===== src/core/vpiu_pkg.sv =====
// Purpose: constants and types for the vectored priority interrupt unit
// Assumes: 100 MHz ref_clk, 14 sources gathered onto 10 vectors
// Notes:   vector addresses start at 0x0003 and step by eight
package vpiu_pkg;
  localparam int          NUM_VECTORS   = 10;
  localparam int          NUM_SOURCES   = 14;
  localparam int          ADDR_W        = 20;
  localparam logic [19:0] VEC_BASE      = 20'h00003;
  localparam logic [19:0] VEC_STEP      = 20'h00008;
  localparam int          NUM_X_VECTORS = 2;  // first two vectors may pick highest
  // source bit positions in the request word
  localparam int SRC_PIN_A    = 0;
  localparam int SRC_PIN_B    = 1;
  localparam int SRC_PIN_C    = 2;
  localparam int SRC_T0L      = 3;
  localparam int SRC_REMOTE   = 4;
  localparam int SRC_PIN_D    = 5;
  localparam int SRC_BASE_TMR = 6;
  localparam int SRC_T0H      = 7;
  localparam int SRC_SYNC_SER = 8;
  localparam int SRC_ASYN_SER = 9;
  localparam int SRC_ADC      = 10;
  localparam int SRC_PORT0    = 11;
  localparam int SRC_T4       = 12;
  localparam int SRC_T5       = 13;
  // priority levels, encoded so that a larger code is a higher level
  localparam logic [1:0] LVL_NONE    = 2'h0;
  localparam logic [1:0] LVL_LOW     = 2'h1;
  localparam logic [1:0] LVL_HIGH    = 2'h2;
  localparam logic [1:0] LVL_HIGHEST = 2'h3;
  typedef enum logic [1:0] {RUNNING, HALT, FULL_HOLD, XTAL_HOLD} standby_type;
endpackage


===== src/core/vectored_priority_interrupt_unit.sv =====
// Purpose: vectored priority interrupt unit with standby wake logic
// Assumes: pins come from outside ref_clk and are synchronised here;
//          peripheral requests are single-cycle or level, same clock
// Notes:   one interrupt is presented at a time; the core acks to take it
`timescale 1ns/1ps
`default_nettype none
module vectored_priority_interrupt_unit
  import vpiu_pkg::*;
(
  // clock and reset
  input  wire logic                          ref_clk,
  input  wire logic                          rst_n,
  // external pins (asynchronous)
  input  wire logic                          ext_irq_pin_a,
  input  wire logic                          ext_irq_pin_b,
  input  wire logic                          ext_irq_pin_c,
  input  wire logic                          ext_irq_pin_d,
  input  wire logic                          reset_pin,
  input  wire logic [2:0]                    wake_level_abc,
  // peripheral requests (same clock, pulse)
  input  wire logic                          timer_zero_low_irq,
  input  wire logic                          timer_zero_high_irq,
  input  wire logic                          timer_four_irq,
  input  wire logic                          timer_five_irq,
  input  wire logic                          sync_serial_irq,
  input  wire logic                          async_serial_irq,
  input  wire logic                          adc_irq,
  input  wire logic                          remote_irq,
  input  wire logic                          base_timer_irq,
  input  wire logic                          port0_irq,
  // control from the core
  input  wire logic [vpiu_pkg::NUM_VECTORS-1:0] level_select,
  input  wire logic [vpiu_pkg::NUM_VECTORS-1:0] vector_enable,
  input  wire logic                          irq_ack,
  input  wire logic                          irq_return,
  input  wire logic                          enter_halt,
  input  wire logic                          enter_full_hold,
  input  wire logic                          enter_xtal_hold,
  // to the core
  output logic                               irq_req,
  output logic [vpiu_pkg::ADDR_W-1:0]        irq_vector_addr,
  output logic [1:0]                         irq_level,
  output logic [1:0]                         active_level,
  output logic                               core_run,
  output logic                               base_timer_run,
  output logic [vpiu_pkg::NUM_VECTORS-1:0]   pending
);

  // ---------------------------------------------------------------
  // pin synchronisers
  // ---------------------------------------------------------------
  logic [4:0] pin_meta;
  logic [4:0] pin_sync;
  logic [4:0] pin_prev;
  logic [4:0] next_pin_meta;
  logic [4:0] next_pin_sync;
  logic [4:0] next_pin_prev;

  // first stage feeds only the second stage
  always_comb
  begin
    next_pin_meta = {reset_pin, ext_irq_pin_d, ext_irq_pin_c, ext_irq_pin_b, ext_irq_pin_a};
    next_pin_sync = pin_meta;
    next_pin_prev = pin_sync;
  end

  always_ff @(posedge ref_clk)
  begin
    if (!rst_n)
    begin
      pin_meta <= 5'h1f;
      pin_sync <= 5'h1f;
      pin_prev <= 5'h1f;
    end
    else
    begin
      pin_meta <= next_pin_meta;
      pin_sync <= next_pin_sync;
      pin_prev <= next_pin_prev;
    end
  end

  // ---------------------------------------------------------------
  // source to vector mapping
  // ---------------------------------------------------------------
  logic [NUM_SOURCES-1:0] src;
  logic [NUM_VECTORS-1:0] vec_hit;
  logic [2:0]             pin_fall;
  // external pins request on a falling edge; the word is packed highest source position first
  assign pin_fall = pin_prev[2:0] & ~pin_sync[2:0];
  assign src      = {timer_five_irq, timer_four_irq, port0_irq, adc_irq, async_serial_irq, sync_serial_irq,
                     timer_zero_high_irq, base_timer_irq, pin_prev[3] & ~pin_sync[3], remote_irq,
                     timer_zero_low_irq, pin_fall};

  // shared vectors or their sources together; vector 5 has no source
  assign vec_hit[0] = src[SRC_PIN_A];
  assign vec_hit[1] = src[SRC_PIN_B];
  assign vec_hit[2] = src[SRC_PIN_C] | src[SRC_T0L] | src[SRC_REMOTE];
  assign vec_hit[3] = src[SRC_PIN_D] | src[SRC_BASE_TMR];
  assign vec_hit[4] = src[SRC_T0H];
  assign vec_hit[5] = 1'b0;
  assign vec_hit[6] = src[SRC_SYNC_SER];
  assign vec_hit[7] = src[SRC_ASYN_SER];
  assign vec_hit[8] = src[SRC_ADC];
  assign vec_hit[9] = src[SRC_PORT0] | src[SRC_T4] | src[SRC_T5];

  // ---------------------------------------------------------------
  // per-vector level and pending flags
  // ---------------------------------------------------------------
  logic [1:0] vec_level [NUM_VECTORS];
  logic [NUM_VECTORS-1:0] next_pending;
  logic [NUM_VECTORS-1:0] take_clear;
  genvar gv;
  generate
    for (gv = 0; gv < NUM_VECTORS; gv++)
    begin : g_vec
      // select bit picks the upper level of the pair
      if (gv < NUM_X_VECTORS)
      begin : g_x
        assign vec_level[gv] = level_select[gv] ? LVL_HIGHEST : LVL_LOW;
      end
      else
      begin : g_h
        assign vec_level[gv] = level_select[gv] ? LVL_HIGH : LVL_LOW;
      end
      // a new event wins over the clear of the same cycle
      assign next_pending[gv] = vec_hit[gv] | (pending[gv] & ~take_clear[gv]);
    end
  endgenerate

  // ---------------------------------------------------------------
  // arbitration
  // ---------------------------------------------------------------
  logic [1:0]             best_level;
  logic [3:0]             best_idx;
  logic                   best_valid;

  // ascending scan with strict compare keeps the lowest address on ties
  always_comb
  begin
    best_level = LVL_NONE;
    best_idx   = 4'h0;
    best_valid = 1'b0;
    for (int i = 0; i < NUM_VECTORS; i++)
    begin
      if (pending[i] && vector_enable[i] && vec_level[i] > best_level)
      begin
        best_level = vec_level[i];
        best_idx   = 4'(i);
        best_valid = 1'b1;
      end
    end
    best_valid = best_valid && (best_level > active_level);
  end

  // ---------------------------------------------------------------
  // service nesting stack and request output
  // ---------------------------------------------------------------
  logic [2:0]  level_stack;          // one flag per level being serviced
  logic [2:0]  next_level_stack;
  logic [1:0]  next_active_level;
  logic        next_irq_req;
  logic [19:0] next_irq_vector_addr;
  logic [1:0]  next_irq_level;
  logic        accept;
  logic [3:0]  req_idx;              // index of the vector now presented

  assign accept  = irq_req && irq_ack;
  assign req_idx = 4'((irq_vector_addr - VEC_BASE) / VEC_STEP);  // shown vector, not a newer winner

  always_comb
  begin
    take_clear       = '0;
    next_level_stack = level_stack;
    if (accept)
      take_clear[req_idx] = 1'b1;
    // a return closes the innermost level first
    if (irq_return)
    begin
      if (level_stack[2])
        next_level_stack[2] = 1'b0;
      else if (level_stack[1])
        next_level_stack[1] = 1'b0;
      else
        next_level_stack[0] = 1'b0;
    end
    if (accept)
      next_level_stack[irq_level - 2'h1] = 1'b1;
    next_active_level = next_level_stack[2] ? LVL_HIGHEST :
                        next_level_stack[1] ? LVL_HIGH :
                        next_level_stack[0] ? LVL_LOW : LVL_NONE;
    // request is a registered copy of the winner, dropped on accept
    next_irq_req         = best_valid && !accept;
    next_irq_vector_addr = VEC_BASE + VEC_STEP * 20'(best_idx);
    next_irq_level       = best_level;
  end

  always_ff @(posedge ref_clk)
  begin
    if (!rst_n)
    begin
      pending         <= '0;
      level_stack     <= 3'h0;
      active_level    <= LVL_NONE;
      irq_req         <= 1'b0;
      irq_vector_addr <= VEC_BASE;
      irq_level       <= LVL_NONE;
    end
    else
    begin
      pending         <= next_pending;
      level_stack     <= next_level_stack;
      active_level    <= next_active_level;
      irq_req         <= next_irq_req;
      irq_vector_addr <= next_irq_vector_addr;
      irq_level       <= next_irq_level;
    end
  end

  // ---------------------------------------------------------------
  // standby control
  // ---------------------------------------------------------------
  standby_type mode;
  standby_type next_mode;
  logic        hold_wake;
  logic        next_core_run;
  logic        next_base_timer_run;

  // levels are compared after sync; a wake pulse inside hold is not lost
  assign hold_wake = !pin_sync[4] || (|(~(pin_sync[2:0] ^ wake_level_abc))) || port0_irq;

  always_comb
  begin
    next_mode = mode;
    case (mode)
      RUNNING:
      begin
        if (enter_halt)
          next_mode = HALT;
        else if (enter_full_hold)
          next_mode = FULL_HOLD;
        else if (enter_xtal_hold)
          next_mode = XTAL_HOLD;
      end
      HALT:
      begin
        if (best_valid)
          next_mode = RUNNING;
      end
      FULL_HOLD:
      begin
        if (hold_wake)
          next_mode = RUNNING;
      end
      XTAL_HOLD:
      begin
        if (hold_wake || base_timer_irq || remote_irq)
          next_mode = RUNNING;
      end
      default:
        next_mode = RUNNING;
    endcase
    next_core_run       = (next_mode == RUNNING);
    next_base_timer_run = (next_mode != FULL_HOLD);
  end

  // system reset returns to running, ending halt as well
  always_ff @(posedge ref_clk)
  begin
    if (!rst_n)
    begin
      mode           <= RUNNING;
      core_run       <= 1'b1;
      base_timer_run <= 1'b1;
    end
    else
    begin
      mode           <= next_mode;
      core_run       <= next_core_run;
      base_timer_run <= next_base_timer_run;
    end
  end

endmodule
`default_nettype wire


===== config.mk =====
export PLATFORM = sky130hd
export DESIGN_NAME = vectored_priority_interrupt_unit
export DESIGN_NICKNAME = d
export VERILOG_FILES = /design/src/core/vpiu_pkg.sv /design/src/core/vectored_priority_interrupt_unit.sv
export SDC_FILE = /design/constraint.sdc
export NUM_CORES = 1
export LEC_CHECK = 0
export ABC_AREA = 1
export BUFFER_PORTS_ARGS = -buffer_cell sky130_fd_sc_hd__buf_4
export CAP_MARGIN = 10
export CELL_PAD_IN_SITES_DETAIL_PLACEMENT = 1
export CELL_PAD_IN_SITES_GLOBAL_PLACEMENT = 2
export CORE_MARGIN = 2
export CORE_UTILIZATION = 25
export DETAILED_ROUTE_END_ITERATION = 6
export PLACE_DENSITY = 0.8
export SETUP_SLACK_MARGIN = 0.3
export SKIP_CTS_REPAIR_TIMING = 1
export SLEW_MARGIN = 25
export SYNTH_ARGS = -nofsm -noshare
export SYNTH_HDL_FRONTEND = slang
export SYNTH_SLANG_ARGS = --single-unit

===== constraint.sdc =====
create_clock -name ref_clk -period 9.54 [get_ports ref_clk]
set_clock_uncertainty 0.2 [all_clocks]
set_input_delay 1.908 -clock ref_clk [delete_from_list [all_inputs] [get_ports ref_clk]]
set_output_delay 1.908 -clock ref_clk [all_outputs]
set_load 0.005 [all_outputs]

== After elaboration in Yosys (flattened, before gate mapping) ==
Cells that the tools add are included.

* Latch bits: 0
* Memories kept: 0
* Word-level logic and storage cells: 167
* Bits in registers: 44
* Bits of input ports: 45
* Memory bits (writable): 0
* Output and inout bits: 37
* ROM bits: 0

* Bitwise logic cells: 41
* Shifts and indexed selects: 0
* $add $sub $neg: 3
* Reductions and logical operators: 34
* Order comparisons: 15
* Muxes and demuxes: 58
* Div/mod/pow operators: 0
* Multipliers: 0
* Equal/unequal tests: 4

{| class="wikitable"
|+ Operator list
! operator !! number
|-
| 2-bit 2-to-1 mux || 29
|-
| 4-bit 2-to-1 mux || 8
|-
| 1-bit logical AND || 25
|-
| 2-bit > comparator || 10
|-
| 1-bit 2-to-1 mux || 15
|-
| 1-bit OR || 14
|-
| 1-bit AND || 11
|-
| 1-bit NOT || 11
|-
| 10-bit 2-to-1 mux || 1
|-
| 2-bit by 7-bit adder with 8-bit output (first input constant) || 1
|-
| 2-bit case mux with 4 select lines || 1
|-
| 7-bit by 2-bit subtractor with 7-bit output (second input constant) || 1
|-
| 3-bit 2-to-1 mux || 2
|-
| 3-bit NOT || 2
|-
| 4-bit by 5-bit < comparator with 1-bit output (second input constant) || 1
|-
| 1-bit demux with 4-bit select || 1
|-
| 2-bit == test (second input constant) || 2
|-
| 4-bit by 1-bit >= comparator with 1-bit output (second input constant) || 1
|-
| 2-bit logical NOT || 2
|-
| 1-bit logical OR || 4
|-
| 3-bit AND || 1
|-
| 2-bit by 3-bit < comparator with 1-bit output (second input constant) || 1
|-
| 3-bit OR || 1
|-
| 3-bit OR reduction || 1
|-
| 8 further kinds || 9
|}

== Logic depth before layout (Yosys ltp) ==
* Depth in word-level cells: 36
* Gate-level depth with buffers: 72
* Depth with buffers taken out: 72

== Worst setup path before layout ==
Ideal clock, no wire load.

* Path kind: input to register
* Start: input vector_enable[0] (netlist bit)
* End: register mode[0]
* Slack: -0.497 ns
* Data required time: 9.205 ns
* Buffers on the path: 0
* Cell stages on the path: 66
* Arrival time: 9.702 ns
* Library setup time: 0.135 ns
* Path through: nand2_1 inv_2 nand2_2 ha_1 nor2_1 nor2_4 nor2_1 inv_1 ha_1 inv_1 a21oi_1 nor2_1 nand2_1 nand2_1 nand2_1 clkinv_1 ha_1 nor2_1 (+30 left out) nand2_1 ha_1 o22ai_2 nand3_1 and2_2 ha_1 a21oi_1 and3_1 inv_1 nor2_1 inv_1 nand2_1 inv_1 ha_1 a21oi_1 o21ai_2 nand2_2 a21oi_1

* Longest elaborated chain between the ends: 34
* Elaborated cells on any way between the ends: 44
* Those cells by class: 10 x order compare; 22 x mux; 12 x reduce/logical

{| class="wikitable"
|+ RTL lines
! item !! line !! RTL
|-
| start, declared || vectored_priority_interrupt_unit.sv:33 || <nowiki>input wire logic [vpiu_pkg::NUM_VECTORS-1:0] vector_enable,</nowiki>
|-
| 1-bit logical AND (*) (2 in series) || vectored_priority_interrupt_unit.sv:146 || <nowiki>if (pending[i] && vector_enable[i] && vec_level[i] > best_level)</nowiki>
|-
| 2-bit 2-to-1 mux || vectored_priority_interrupt_unit.sv:146 ||
|-
| 2-bit > comparator || vectored_priority_interrupt_unit.sv:146 ||
|-
| 1-bit logical AND || vectored_priority_interrupt_unit.sv:146 ||
|-
| 2-bit 2-to-1 mux || vectored_priority_interrupt_unit.sv:146 ||
|-
| 2-bit > comparator || vectored_priority_interrupt_unit.sv:146 ||
|-
| 1-bit logical AND || vectored_priority_interrupt_unit.sv:146 ||
|-
| 2-bit 2-to-1 mux || vectored_priority_interrupt_unit.sv:146 ||
|-
| (+17 left out) || -- ||
|-
| 2-bit 2-to-1 mux || vectored_priority_interrupt_unit.sv:146 ||
|-
| 2-bit > comparator || vectored_priority_interrupt_unit.sv:146 ||
|-
| 1-bit logical AND || vectored_priority_interrupt_unit.sv:146 ||
|-
| 2-bit 2-to-1 mux || vectored_priority_interrupt_unit.sv:146 ||
|-
| 2-bit > comparator || vectored_priority_interrupt_unit.sv:153 || <nowiki>best_valid = best_valid && (best_level > active_level);</nowiki>
|-
| 1-bit logical AND (*) || vectored_priority_interrupt_unit.sv:153 ||
|-
| 2-bit 2-to-1 mux (*) || vectored_priority_interrupt_unit.sv:247 || <nowiki>if (best_valid)</nowiki>
|-
| 2-bit case mux with 4 select lines (*) || vectored_priority_interrupt_unit.sv:235 || <nowiki>case (mode)</nowiki>
|-
| end signal, assigned || vectored_priority_interrupt_unit.sv:278 || <nowiki>mode <= next_mode;</nowiki>
|-
| end, declared || vectored_priority_interrupt_unit.sv:223 || <nowiki>standby_type mode;</nowiki>
|}

Mark *: on every way between the ends. The rest lies on a longest branch, timed or not.
A chain may end at the register's enable or synchronous reset.

== Final worst setup path ==
* Start: input vector_enable[0] (netlist bit)
* End: register mode[0]

* Longest elaborated chain between the ends: 34
* Elaborated cells on any way between the ends: 44
* Those cells by class: 10 x order compare; 22 x mux; 12 x reduce/logical

{| class="wikitable"
|+ RTL lines
! item !! line !! RTL
|-
| 1-bit logical AND (*) (2 in series) || vectored_priority_interrupt_unit.sv:146 ||
|-
| 2-bit 2-to-1 mux (*) || vectored_priority_interrupt_unit.sv:146 ||
|-
| 2-bit > comparator || vectored_priority_interrupt_unit.sv:146 ||
|-
| 1-bit logical AND || vectored_priority_interrupt_unit.sv:146 ||
|-
| 2-bit 2-to-1 mux (*) || vectored_priority_interrupt_unit.sv:146 ||
|-
| 2-bit > comparator || vectored_priority_interrupt_unit.sv:146 ||
|-
| 1-bit logical AND || vectored_priority_interrupt_unit.sv:146 ||
|-
| 2-bit 2-to-1 mux (*) || vectored_priority_interrupt_unit.sv:146 ||
|-
| (+18 left out) || -- ||
|-
| 2-bit > comparator || vectored_priority_interrupt_unit.sv:146 ||
|-
| 1-bit logical AND || vectored_priority_interrupt_unit.sv:146 ||
|-
| 2-bit 2-to-1 mux (*) || vectored_priority_interrupt_unit.sv:146 ||
|-
| net best_level[1] || vectored_priority_interrupt_unit.sv:134 || <nowiki>logic [1:0] best_level;</nowiki>
|-
| 2-bit > comparator (*) || vectored_priority_interrupt_unit.sv:153 ||
|-
| 1-bit logical AND (*) || vectored_priority_interrupt_unit.sv:153 ||
|-
| 2-bit 2-to-1 mux (*) || vectored_priority_interrupt_unit.sv:247 ||
|-
| 2-bit case mux with 4 select lines (*) || vectored_priority_interrupt_unit.sv:235 ||
|}

The timed path passes the listed nets; every way through them passes the cells marked *.

==> reports/metrics.cfg <==
[status]
status=finished, violations left
violations=setup timing

[detailed_routing]
first_pass_iters=4
num_vias=2457
ant_nets=0
drt_iter0_drc=48
via_per_inst=4.32
drc_errors=0
wire_per_inst_um=12.5
wirelength_mm=7.10

[floorplanning]
die_w_um=102
core.rowCount=35
pin_count=82
fp.dieArea_um2=10500
die_h_um=102
start_util=0.260
coreArea_um2=9330

[sta]
maxSlewViolCount=0
fin_crit_sh=1.00
setup_ws_ns=-0.00513
hold_ws_ns=0.215
tightest_slew_ns=0.924
setup_violations=1
hold_viol_final=0
relSlewSlack=0.380
period_needed_ns=9.55
fmax_mhz=105
rsz0062_at_grt=yes
setup_tns_ns=-0.00513

[global_route]
grt_pass1_vias=2421
grt_max_degree=35
grt_antenna_before_repair=0
track_usage=0.132
grt_pass1_wl_mm=11.1
grt_remaining_overflow=0

[finish]
final_nets=497
multiInputGateArea_um2=1690
syn2layout_area_growth_pct=58.2
fill_cells=1142
insertedDiodeCount=0
fin_util=0.411
drive_above_1_share=0.514
seq_area_um2=801

[place]
globalplace.congestion=0.803
numPortBuffers=65
dp_slack_ns=-0.736
dp_hpwl_mm=5.56

[power_and_ir_drop]
swShare=0.296
pwr_density_cell_nw_per_um2=144
leakage_nw=1.83
p_clk_frac=0.289
switching_power_mw=0.163
finalPower_mw=0.552
power.internal_mw=0.389
seqPwrFrac=0.341
power_frac_comb=0.370
peakVddDrop_uv=64.8

[logic_synthesis]
synth.distinct_cells=43
synth_common_cells=58 x nand2_1, 47 x inv_1, 40 x dfxtp_1, 31 x nor2_1, 22 x a21oi_1
synthCells=324
yosysTopAreaCell=dfxtp_1
seq_area_frac_synth=0.330
ys.flop_type=dfxtp_1
synth-edff-count=0
synth_warnings=0
synth_area_leaders=dfxtp_1 33%, nand2_1 9.0%, inv_1 7.3%
synthArstFlopShare=0
synthesis.area_um2=2420
synth_area_per_cell_um2=7.48
yosys.area.top_type_share=0.330
yosysMostFrequentCell=nand2_1
synth-seq-cells=40

[worst_setup_path]
critPathSlowestCell=ha_4
crit_type=input pin to flip-flop
reg2regPathDepth=67
cp-start-kind=input pin
crit_path_end_kind=flip-flop
cp_max_fo=3
cp_slowest_stage_delay_ns=0.28
crit_arrival_ns=9.48
required_ns=9.48
cpMostUsedCell=nand2_2

[cts]
cts_tree=done
htree_levels=2
cts.sinks=40
clock_path_buffers=2
path_clk_slew_ns=0.07
clk_latency_ns=0.28
cts-root-buf=clkbuf_8
numCtsBuffers=5

[flow_run]
maxCapViolCount=0

[hold_path]
hold_class=flip-flop to flip-flop
worstHoldPathCells=1

## per-stage QoR
step | cells | cell area [µm²]
floorplan | 338 | 2570
global placement | 549 | 3350
detailed placement | 549 | 3350
CTS | 556 | 3480
global route | 569 | 3840
finish | 569 | 3840
## final timing paths
path	start	endpoint	slack (ns)
setup / recovery	vector_enable[0]	mode[0]	-0.005
hold reg to reg	next_pin_sync[1]	next_pin_prev[1]	0.22
hold / removal	next_pin_sync[1]	next_pin_prev[1]	0.22
setup reg to reg	pending[0]	mode[0]	1.17
## state kept, by name, indices dropped and copies added (netlist names)
register and cells:
irq_level 2, next_pin_prev 5, level_stack 3, next_pin_sync 5, base_timer_run 1, pending 10
pin_prev 4, core_run 1, irq_vector_addr 4, mode 2, active_level 2, irq_req 1
## cells in the final DEF, fill, tap and decap left out, drive strengths merged
master / count
clkinv: 1
and2: 1
inv: 48
dfxtp: 40
or2: 12
bufinv: 2
clkbuf: 5
o41ai: 1
xnor2: 2
a32o: 1
o21ai: 14
conb: 16
a21oi: 24
nor3: 3
a311oi: 2
nor4b: 1
o22ai: 2
o21bai: 1
o31ai: 5
ha: 12
a31oi: 2
buf: 114
nand4: 1
nand3: 27
nand2: 66
o211ai: 2
and3: 1
nor2: 34
## cell families after synthesis
group,after synthesis,synth area share
adder cells (fa/ha/maj),12,0.0619
XOR/XNOR,2,0.00723
AO/OA/AOI/OAI,54,0.142
AND/OR/NAND/NOR,146,0.322
flip-flops,40,0.330
other,2,0.00310
buffers and inverters,68,0.133
## layout make-up
| type | instances | area share |
|---|---|---|
| Multi-Input combinational cell | 230 | 0.441 |
| Tap cell | 129 | 0.0421 |
| Clock inverter | 2 | 0.0157 |
| Inverter | 49 | 0.0499 |
| Timing Repair Buffer | 114 | 0.225 |
| Sequential cell | 40 | 0.209 |
| Clock buffer | 5 | 0.0179 |
## power by group through the flow
stage / registers, mW / logic (mW) / clock network (mW)
after global placement: 0.192 / 0.152 / 0
final: 0.188 / 0.204 / 0.160
after CTS: 0.189 / 0.160 / 0.164
after detailed placement: 0.192 / 0.159 / 0
after floorplan: 0.190 / 0.0927 / 0
after global routing: 0.190 / 0.227 / 0.172
## routing by layer
layer	wire length, µm	global-route usage	up-vias	part of all wire
li1	-	-	1241	-
met1	3040	0.163	1169	0.43
met2	3720	0.240	42	0.52
met3	298	0.0260	5	0.042
met4	42	0.0215	0	0.0059
met5	0	0	-	0
## critical path, delay by kind of cell
kind / cells / cell delay, ns
buffers and inverters: 9 / 0.54
AOI/OAI and AO/OA: 11 / 1.36
adders and majority gates: 10 / 2.28
and+or+nand+nor: 38 / 3.37
Power figures use the tool's default switching activity.
